### config.mk
export PLATFORM = sky130hd
export DESIGN_NAME = pio_out_reg
export DESIGN_NICKNAME = d
export VERILOG_FILES = /design/src/rtl/pio_pkg.sv /design/src/rtl/pio_strb_dly.sv /design/src/rtl/pio_ctl_sel.sv /design/src/rtl/pio_out_reg.sv
export SDC_FILE = /design/constraint.sdc
export NUM_CORES = 1
export LEC_CHECK = 0
export BUFFER_PORTS_ARGS = -buffer_cell sky130_fd_sc_hd__buf_2
export CORE_UTILIZATION = 39
export DETAILED_ROUTE_END_ITERATION = 8
export HOLD_SLACK_MARGIN = 0.1
export PLACE_DENSITY = 0.79
export SYNTH_ARGS = -nofsm -noshare
export SYNTH_HDL_FRONTEND = slang
export SYNTH_SLANG_ARGS = --single-unit
### constraint.sdc
create_clock -name clk -period 2.2 [get_ports clk]
set_input_delay 0 -clock clk [delete_from_list [all_inputs] [get_ports clk]]
set_output_delay 0 -clock clk [all_outputs]
set_load 0.02 [all_outputs]
### src/rtl/pio_pkg.sv
// Constants, register map and carrier types for the I/O cell output path.
package pio_pkg;

   // Register map, byte addresses on the APB slave.
   localparam logic [11:0] PIO_CTRL_OFS   = 12'h000;
   localparam logic [11:0] PIO_STAT_OFS   = 12'h004;
   localparam logic [31:0] PIO_CTRL_RST   = 32'h0000_0000;
   localparam int          PIO_ADDR_W     = 12;

   // Number of routing clocks offered to the cell and strobe delay taps.
   localparam int          PIO_RCLK_N     = 4;
   localparam int          PIO_RSEL_W     = 2;
   localparam int          PIO_DLY_N      = 8;
   localparam int          PIO_DLY_W      = 3;

   // This cell is one of the few that own a strobe pad.
   localparam logic        PIO_STRB_AVAIL = 1'b1;

   // Control register width; the struct below lays out its fields.
   localparam int          PIO_CFG_W      = 11;

   // Status register bit positions.
   localparam int          PIO_ST_PAD     = 0;
   localparam int          PIO_ST_CCLK    = 1;
   localparam int          PIO_ST_FIRST   = 2;
   localparam int          PIO_ST_SECOND  = 3;
   localparam int          PIO_ST_GTS     = 4;
   localparam int          PIO_ST_CE      = 5;
   localparam int          PIO_ST_LSR     = 6;

   // Control register fields; bit 0 is the last member.
   typedef struct packed {
      logic [PIO_DLY_W-1:0]  strb_dly;   // Bits 10:8, strobe delay tap.
      logic                  lsr_inv;    // Bit 7, invert local reset.
      logic                  ce_inv;     // Bit 6, invert clock enable.
      logic                  clk_inv;    // Bit 5, invert cell clock.
      logic                  src_strb;   // Bit 4, clock from strobe.
      logic [PIO_RSEL_W-1:0] rclk_sel;   // Bits 3:2, routing clock index.
      logic                  sdr_latch;  // Bit 1, SDR element is a latch.
      logic                  ddr;        // Bit 0, double data rate.
   } pio_cfg_t;

   // Control signals as the cell registers see them.
   typedef struct packed {
      logic cell_clk;
      logic cell_ce;
      logic cell_lsr;
      logic gts;
   } pio_ctl_t;

endpackage

### src/rtl/pio_strb_dly.sv
// Tapped delay line that the strobe passes before the cell clock mux.
`timescale 1ns/1ps
module pio_strb_dly
   import pio_pkg::*;
(
   input  wire logic                 clk,
   input  wire logic                 rst,
   input  wire logic                 strb_in,
   input  wire logic [PIO_DLY_W-1:0] tap_sel,
   output logic                      strb_out
);

   logic [PIO_DLY_N-1:0] stage_r;

   // Each stage adds one clock of delay; stage 0 is the first one.
   for (genvar i = 0; i < PIO_DLY_N; i++) begin : g_stage
      always_ff @(posedge clk) begin
         if (rst) begin
            stage_r[i] <= 1'b0;
         end else if (i == 0) begin
            stage_r[i] <= strb_in;
         end else begin
            stage_r[i] <= stage_r[(i == 0) ? 0 : i-1];
         end
      end
   end

   // The tap is picked from flops, so the output never glitches.
   assign strb_out = stage_r[tap_sel];

endmodule // pio_strb_dly

### src/rtl/pio_ctl_sel.sv
// Control logic: picks and inverts clock, enable and reset for the cell.
`timescale 1ns/1ps
module pio_ctl_sel
   import pio_pkg::*;
(
   input  wire logic [PIO_RCLK_N-1:0] rt_clk,
   input  wire logic                  strb_dly,
   input  wire logic                  rt_ce,
   input  wire logic                  rt_lsr,
   input  wire logic                  gts_in,
   input  wire pio_cfg_t              cfg,
   output pio_ctl_t                   ctl
);

   logic clk_src;

   // Strobe is only a choice on cells that own a strobe pad.
   always_comb begin
      if (cfg.src_strb && PIO_STRB_AVAIL) begin
         clk_src = strb_dly;
      end else begin
         clk_src = rt_clk[cfg.rclk_sel];
      end
   end

   // Optional inversions; the global tristate is passed on untouched.
   assign ctl.cell_clk = clk_src ^ cfg.clk_inv;
   assign ctl.cell_ce  = rt_ce ^ cfg.ce_inv;
   assign ctl.cell_lsr = rt_lsr ^ cfg.lsr_inv;
   assign ctl.gts      = gts_in;

endmodule // pio_ctl_sel

### src/rtl/pio_out_reg.sv
// Output register block of one I/O cell with control logic and APB access.
`timescale 1ns/1ps
module pio_out_reg
   import pio_pkg::*;
(
   input  wire logic                  clk,
   input  wire logic                  rst,
   input  wire logic                  psel,
   input  wire logic                  penable,
   input  wire logic                  pwrite,
   input  wire logic [PIO_ADDR_W-1:0] paddr,
   input  wire logic [31:0]           pwdata,
   output logic      [31:0]           prdata,
   output logic                       pready,
   output logic                       pslverr,
   input  wire logic [PIO_RCLK_N-1:0] rt_clk,
   input  wire logic                  strb_pad,
   input  wire logic                  rt_ce,
   input  wire logic                  rt_lsr,
   input  wire logic                  gts_in,
   input  wire logic                  out_data_first,
   input  wire logic                  out_data_second,
   output logic                       pad_out_data,
   output logic                       pad_tristate
);

   pio_cfg_t  cfg_r;
   pio_ctl_t  ctl;
   logic      strb_s1_r;
   logic      strb_s2_r;
   logic      strb_dly_o;
   logic      cclk_d_r;
   logic      cclk_rise;
   logic      first_r;
   logic      second_r;
   logic      pad_r;
   logic      pad_nxt;
   logic      first_load;
   logic [31:0] rd_nxt;
   logic      err_nxt;
   logic [31:0] prdata_r;
   logic      pslverr_r;
   logic      acc_wr;
   logic      setup;

   // ------------------------------------------------------------------
   // APB slave.
   // ------------------------------------------------------------------

   // Every access ends in its first access cycle; no wait states.
   assign pready = 1'b1;
   assign setup  = psel && !penable;
   assign acc_wr = psel && penable && pwrite;

   // Read data is decoded in the setup cycle so that it can be held in a
   // flop during the access cycle; status therefore lags by one clock.
   always_comb begin
      rd_nxt  = 32'h0000_0000;
      err_nxt = 1'b0;
      case (paddr)
         PIO_CTRL_OFS: begin
            rd_nxt[PIO_CFG_W-1:0] = cfg_r;
         end
         PIO_STAT_OFS: begin
            rd_nxt[PIO_ST_PAD]    = pad_r;
            rd_nxt[PIO_ST_CCLK]   = ctl.cell_clk;
            rd_nxt[PIO_ST_FIRST]  = first_r;
            rd_nxt[PIO_ST_SECOND] = second_r;
            rd_nxt[PIO_ST_GTS]    = ctl.gts;
            rd_nxt[PIO_ST_CE]     = ctl.cell_ce;
            rd_nxt[PIO_ST_LSR]    = ctl.cell_lsr;
            err_nxt               = pwrite;
         end
         default: begin
            err_nxt = 1'b1;
         end
      endcase
   end

   // Answer flops, loaded in the setup cycle of each transfer.
   always_ff @(posedge clk) begin
      if (rst) begin
         prdata_r  <= 32'h0000_0000;
         pslverr_r <= 1'b0;
      end else if (setup) begin
         prdata_r  <= pwrite ? 32'h0000_0000 : rd_nxt;
         pslverr_r <= err_nxt;
      end
   end

   assign prdata  = prdata_r;
   assign pslverr = pslverr_r;

   // Control register; only the low field bits are stored, the rest read 0.
   always_ff @(posedge clk) begin
      if (rst) begin
         cfg_r <= pio_cfg_t'(PIO_CTRL_RST[PIO_CFG_W-1:0]);
      end else if (acc_wr && paddr == PIO_CTRL_OFS) begin
         cfg_r <= pio_cfg_t'(pwdata[PIO_CFG_W-1:0]);
      end
   end

   // ------------------------------------------------------------------
   // Strobe path and control logic.
   // ------------------------------------------------------------------

   // The strobe arrives from a pad, so it is synchronised before use.
   always_ff @(posedge clk) begin
      if (rst) begin
         strb_s1_r <= 1'b0;
         strb_s2_r <= 1'b0;
      end else begin
         strb_s1_r <= strb_pad;
         strb_s2_r <= strb_s1_r;
      end
   end

   // Delay element between the strobe pad and its clock routing.
   pio_strb_dly u_dly (
      .clk      (clk),
      .rst      (rst),
      .strb_in  (strb_s2_r),
      .tap_sel  (cfg_r.strb_dly),
      .strb_out (strb_dly_o)
   );

   // Selection and inversion of clock, enable and local reset.
   pio_ctl_sel u_ctl (
      .rt_clk   (rt_clk),
      .strb_dly (strb_dly_o),
      .rt_ce    (rt_ce),
      .rt_lsr   (rt_lsr),
      .gts_in   (gts_in),
      .cfg      (cfg_r),
      .ctl      (ctl)
   );

   // ------------------------------------------------------------------
   // Output register block.
   // ------------------------------------------------------------------

   // The cell clock is a level sampled by clk; its rising edge is found
   // by comparing with last cycle. Cell clocks must stay below clk/2.
   always_ff @(posedge clk) begin
      if (rst) begin
         cclk_d_r <= 1'b0;
      end else begin
         cclk_d_r <= ctl.cell_clk;
      end
   end

   assign cclk_rise = ctl.cell_clk && !cclk_d_r;

   // Latch mode applies to SDR only; DDR always wants the edge flop.
   always_comb begin
      if (cfg_r.sdr_latch && !cfg_r.ddr) begin
         first_load = ctl.cell_clk;
      end else begin
         first_load = cclk_rise;
      end
   end

   // SDR register: local reset wins over the enable, as in the fabric.
   always_ff @(posedge clk) begin
      if (rst || ctl.cell_lsr) begin
         first_r <= 1'b0;
      end else if (ctl.cell_ce && first_load) begin
         first_r <= out_data_first;
      end
   end

   // Extra DDR latch: open while the clock is high, so it holds the value
   // from the falling edge while the clock is low. Only the global reset
   // touches it, for a defined power-up value.
   always_ff @(posedge clk) begin
      if (rst) begin
         second_r <= 1'b0;
      end else if (ctl.cell_clk) begin
         second_r <= out_data_second;
      end
   end

   // Pad mux; in SDR only the first element ever reaches the pad.
   always_comb begin
      if (cfg_r.ddr) begin
         pad_nxt = ctl.cell_clk ? first_r : second_r;
      end else begin
         pad_nxt = first_r;
      end
   end

   // The pad value leaves from a flop to keep the pad buffer glitch free.
   always_ff @(posedge clk) begin
      if (rst) begin
         pad_r <= 1'b0;
      end else begin
         pad_r <= pad_nxt;
      end
   end

   assign pad_out_data = pad_r;
   assign pad_tristate = ctl.gts;
endmodule // pio_out_reg

==> results summary <==
The final-stage net count came out at 305. The CTS tree is built. Timing would allow up to between 500 and 600 MHz. The number of max-slew violations in the final report came to 0. The number of cell rows came out at 23. In the final routed layout, each cell accounts on average for 11.8 um. Leaving out fill and tap cells, the most frequent cells in the layout are sky130_fd_sc_hd__buf_2, sky130_fd_sc_hd__dfxtp_1, sky130_fd_sc_hd__conb_1. For the finished layout, the period the worst path requires is approximately 1.7 ns. The number of global-route vias before repair is roughly 1400. The flop and latch count out of synthesis is 37. The clock net sink count came out at 37. After synthesis the cells add up to 1700 um2.

The number of nets with antenna violations after detailed routing is 0. By area the synthesized netlist is led by sky130_fd_sc_hd__dfxtp_1, sky130_fd_sc_hd__buf_4, sky130_fd_sc_hd__mux2i_1, sky130_fd_sc_hd__a22oi_1, sky130_fd_sc_hd__nor2b_1. The starting DRC count in detailed routing came out at between 70 and 80. The total power after layout is between 1000 and 1500 uW.

The top-level I/O count is between 90 and 100. STA classifies the critical path endpoint as a flop. The placed wire-length estimate after detailed placement is 2490 um.

The period utilization is 0.792. The initial antenna violation count is 0. The data required time at the worst endpoint is approximately 2.4 ns. The worst setup path is launched from a flop. The worst-case IR drop observed on VDD is 408 uV. The highest-delay cell along the critical path is sky130_fd_sc_hd__dfxtp_1.

The min-delay analysis places its worst path in the category primary input to flop. Measured along the x axis, the die boundary spans roughly 68 um. The number of inserted filler cells in the final layout is ~400.

The critical path is of the flop to flop type. The count of final hold-check violations came to 0. Clock tree synthesis inserted a total of 5 buffers. The post-CTS clock slew at the launch and capture registers of the worst setup and hold paths came out at about 0.070 ns. From synthesis to final layout, the design area changed by 27.0%. For this configuration, the core starts out at a cell density of 0.417. The count of unique library cells instantiated by Yosys came out at 33. The clock skew came out at approximately 0.0039 ns. The depth of the CTS H-tree came out at 2. Wires add up to 3510 um. The cell area after placement came out at between 1500 and 2000 um2. The placeable core region is around 4100 um2.

The sequential area share after synthesis is 0.435. Setup violations remaining at the end of the flow were counted as 0. The count of synthesis-stage warnings from yosys is 0. The library cell used most frequently in the layout, excluding fill and tap cells, is sky130_fd_sc_hd__buf_2.

Setup repair after global routing left no endpoint under its margin. The number of iterations in the first detailed-routing pass is 4. The share of layout cells above drive strength 1 is 0.276. The floorplan die area is approximately 4600 um2. The worst max-slew margin expressed relative to the limit is 0.569.

The mean instance size in the synthesized netlist came out at about 9.5 um2. In the routed layout, each cell is associated on average with a via count of ~4.7. The number of remaining DRC errors came out at 0. The total negative slack for setup checks is 0 ns. Entering global routing, the biggest net connects 39 pins. The number of max-cap violations came out at 0.

The cell type with the largest total area after synthesis is sky130_fd_sc_hd__dfxtp_1. The number of vias after detailed routing is around 1400. The critical-path maximum fanout is 6. In this run the tool buffered the top-level ports with between 50 and 60 buffer cells. The critical path data arrival time came out at 1.95 ns. The run finished with clean final reports.

Walking the worst path, the cells encountered are mux2_2 -> a2bb2oi_1 -> a21o_1 -> a31oi_1 -> mux2i_1. The all-layer global routing usage is 0.169. The clock insertion delay at the later pin of the skew report came out at ~0.28 ns. The top cell type's share of synthesized area is 0.435. The cell at the root of the clock tree is sky130_fd_sc_hd__clkbuf_8. On the final layout, the worst hold slack is around 0.15 ns.

The antenna cell count is 0. For the pin with the worst max-slew slack, the measured transition is approximately 0.65 ns. The power per standard cell area is between 500 and 600 nW/um2. Routability-driven placement finished with a final weighted congestion of slightly below 0.8. The maximum cell stage delay along the critical path came out at around 0.48 ns. The number of gates resized after cts came out at 0.

The vertical extent of the die is 68.1 um. The leakage power summed over all cells came out at 0.00102 uW. The post-route cell area came out at ~2200 um2.

The synthesized instance count came out at 179. The maximum number of buffers from clock root to sink came out at 2. The wire length of the first global-routing pass is between 5000 and 6000 um. The total grt overflow is 0.
area by class of cell:
| type | instances | area [um2] | share of cell area |
|---|---|---|---|
| repair buffers | 71 | 448 | 0.207 |
| inverters | 2 | 7.51 | 0.00347 |
| flip-flops and latches | 37 | 741 | 0.343 |
| well taps | 50 | 62.6 | 0.0289 |
| multi-input cells | 129 | 817 | 0.378 |
| clock buffers | 7 | 86.3 | 0.0399 |
cell families (layout without fill, tap and decap cells):
logic type,count (synthesis),in the layout,share of synthesized area
xor gates and xnor gates,3,3,0.0154
buffers and inverters,33,80,0.129
AOI/OAI and AO/OA,26,26,0.103
other,2,22,0.00441
and+or+nand+nor,59,59,0.193
muxes,19,19,0.120
DFF,37,37,0.435
sequential cells by signal, indices dropped and copies added (netlist names):
name	cells
first_r	1
prdata	11
cfg_r	11
pslverr	1
strb_s2_r	1
strb_s1_r	1
pad_out_data	1
second_r	1
cclk_d_r	1
u_dly.stage_r	8
routing by layer:
layer / share of wire / wire length (um) / vias up / global-route usage
li1: - / - / 701 / -
met1: 0.44 / 1550 / 643 / 0.183
met2: 0.49 / 1710 / 56 / 0.303
met3: 0.059 / 208 / 5 / 0.0433
met4: 0.011 / 40 / 0 / 0.0781
met5: 0 / 0 / - / 0
critical path, delay by kind of cell (launching register included):
family	cells	cell delay (ns)
flip-flops	1	0.48
multiplexers	2	0.58
AO/OA/AOI/OAI	3	0.61
Yosys cell counts:
| library cell | instances |
|---|---|
| sky130_fd_sc_hd__or4_4 | 1 |
| sky130_fd_sc_hd__nand3_1 | 1 |
| sky130_fd_sc_hd__a22oi_1 | 12 |
| sky130_fd_sc_hd__inv_1 | 2 |
| sky130_fd_sc_hd__buf_4 | 23 |
| sky130_fd_sc_hd__nand3_2 | 1 |
| sky130_fd_sc_hd__mux2_2 | 1 |
| sky130_fd_sc_hd__clkbuf_1 | 5 |
| sky130_fd_sc_hd__nand4b_1 | 1 |
| sky130_fd_sc_hd__a211oi_1 | 1 |
| sky130_fd_sc_hd__nor2b_1 | 13 |
| sky130_fd_sc_hd__buf_6 | 1 |
| sky130_fd_sc_hd__a2bb2oi_1 | 1 |
| sky130_fd_sc_hd__mux2i_1 | 17 |
| sky130_fd_sc_hd__a31o_2 | 1 |
| sky130_fd_sc_hd__nand2b_1 | 5 |
| sky130_fd_sc_hd__o21ai_0 | 1 |
| sky130_fd_sc_hd__or4b_1 | 1 |
| sky130_fd_sc_hd__buf_2 | 2 |
| sky130_fd_sc_hd__nand4_1 | 1 |
| sky130_fd_sc_hd__nor3_1 | 2 |
| sky130_fd_sc_hd__nor2_1 | 17 |
| sky130_fd_sc_hd__nor4_1 | 1 |
| sky130_fd_sc_hd__a31oi_1 | 2 |
| sky130_fd_sc_hd__xor2_1 | 3 |
| sky130_fd_sc_hd__nand2_1 | 12 |
| sky130_fd_sc_hd__nor4b_2 | 1 |
| sky130_fd_sc_hd__conb_1 | 2 |
| sky130_fd_sc_hd__a21oi_1 | 7 |
| sky130_fd_sc_hd__a21o_1 | 1 |
| sky130_fd_sc_hd__mux4_2 | 1 |
| sky130_fd_sc_hd__nor4_2 | 2 |
| sky130_fd_sc_hd__dfxtp_1 | 37 |
power by group:
part           switching [uW]  internal [uW]  total, uW
clock network             212            248        460
registers                2.48            677        679
logic                    78.1           57.0        135
total                     292            982       1270
through the flow:
stage               std cells  setup WS [ns]  utilization
global route              296          0.346        0.529
detailed placement        272          0.462        0.466
finish                    296          0.458        0.529
CTS                       296          0.447        0.529
floorplan                 199          0.642            -
global placement          272          0.517        0.466
what timing repair did:
item / CTS / global route
hold endpoints to repair: 16 / 0
hold buffers: 17 / 0
setup buffers: 0 / 0
path summary, 6_finish.rpt:
| check | start | endpoint | slack, ns | cells past startpoint |
|---|---|---|---|---|
| worst max-delay path | cfg_r[8]$_SDFFE_PP0P_ | first_r$_SDFFE_PP0P_ | 0.46 | 5 |
| worst min-delay path | rt_ce | first_r$_SDFFE_PP0P_ | 0.15 | 5 |
| worst max register to register | cfg_r[8]$_SDFFE_PP0P_ | first_r$_SDFFE_PP0P_ | 0.46 | 5 |
| worst min register to register | strb_s2_r$_SDFF_PP0_ | u_dly.stage_r[0]$_SDFF_PP0_ | 0.44 | 1 |
(Power assumes the default switching activity.)
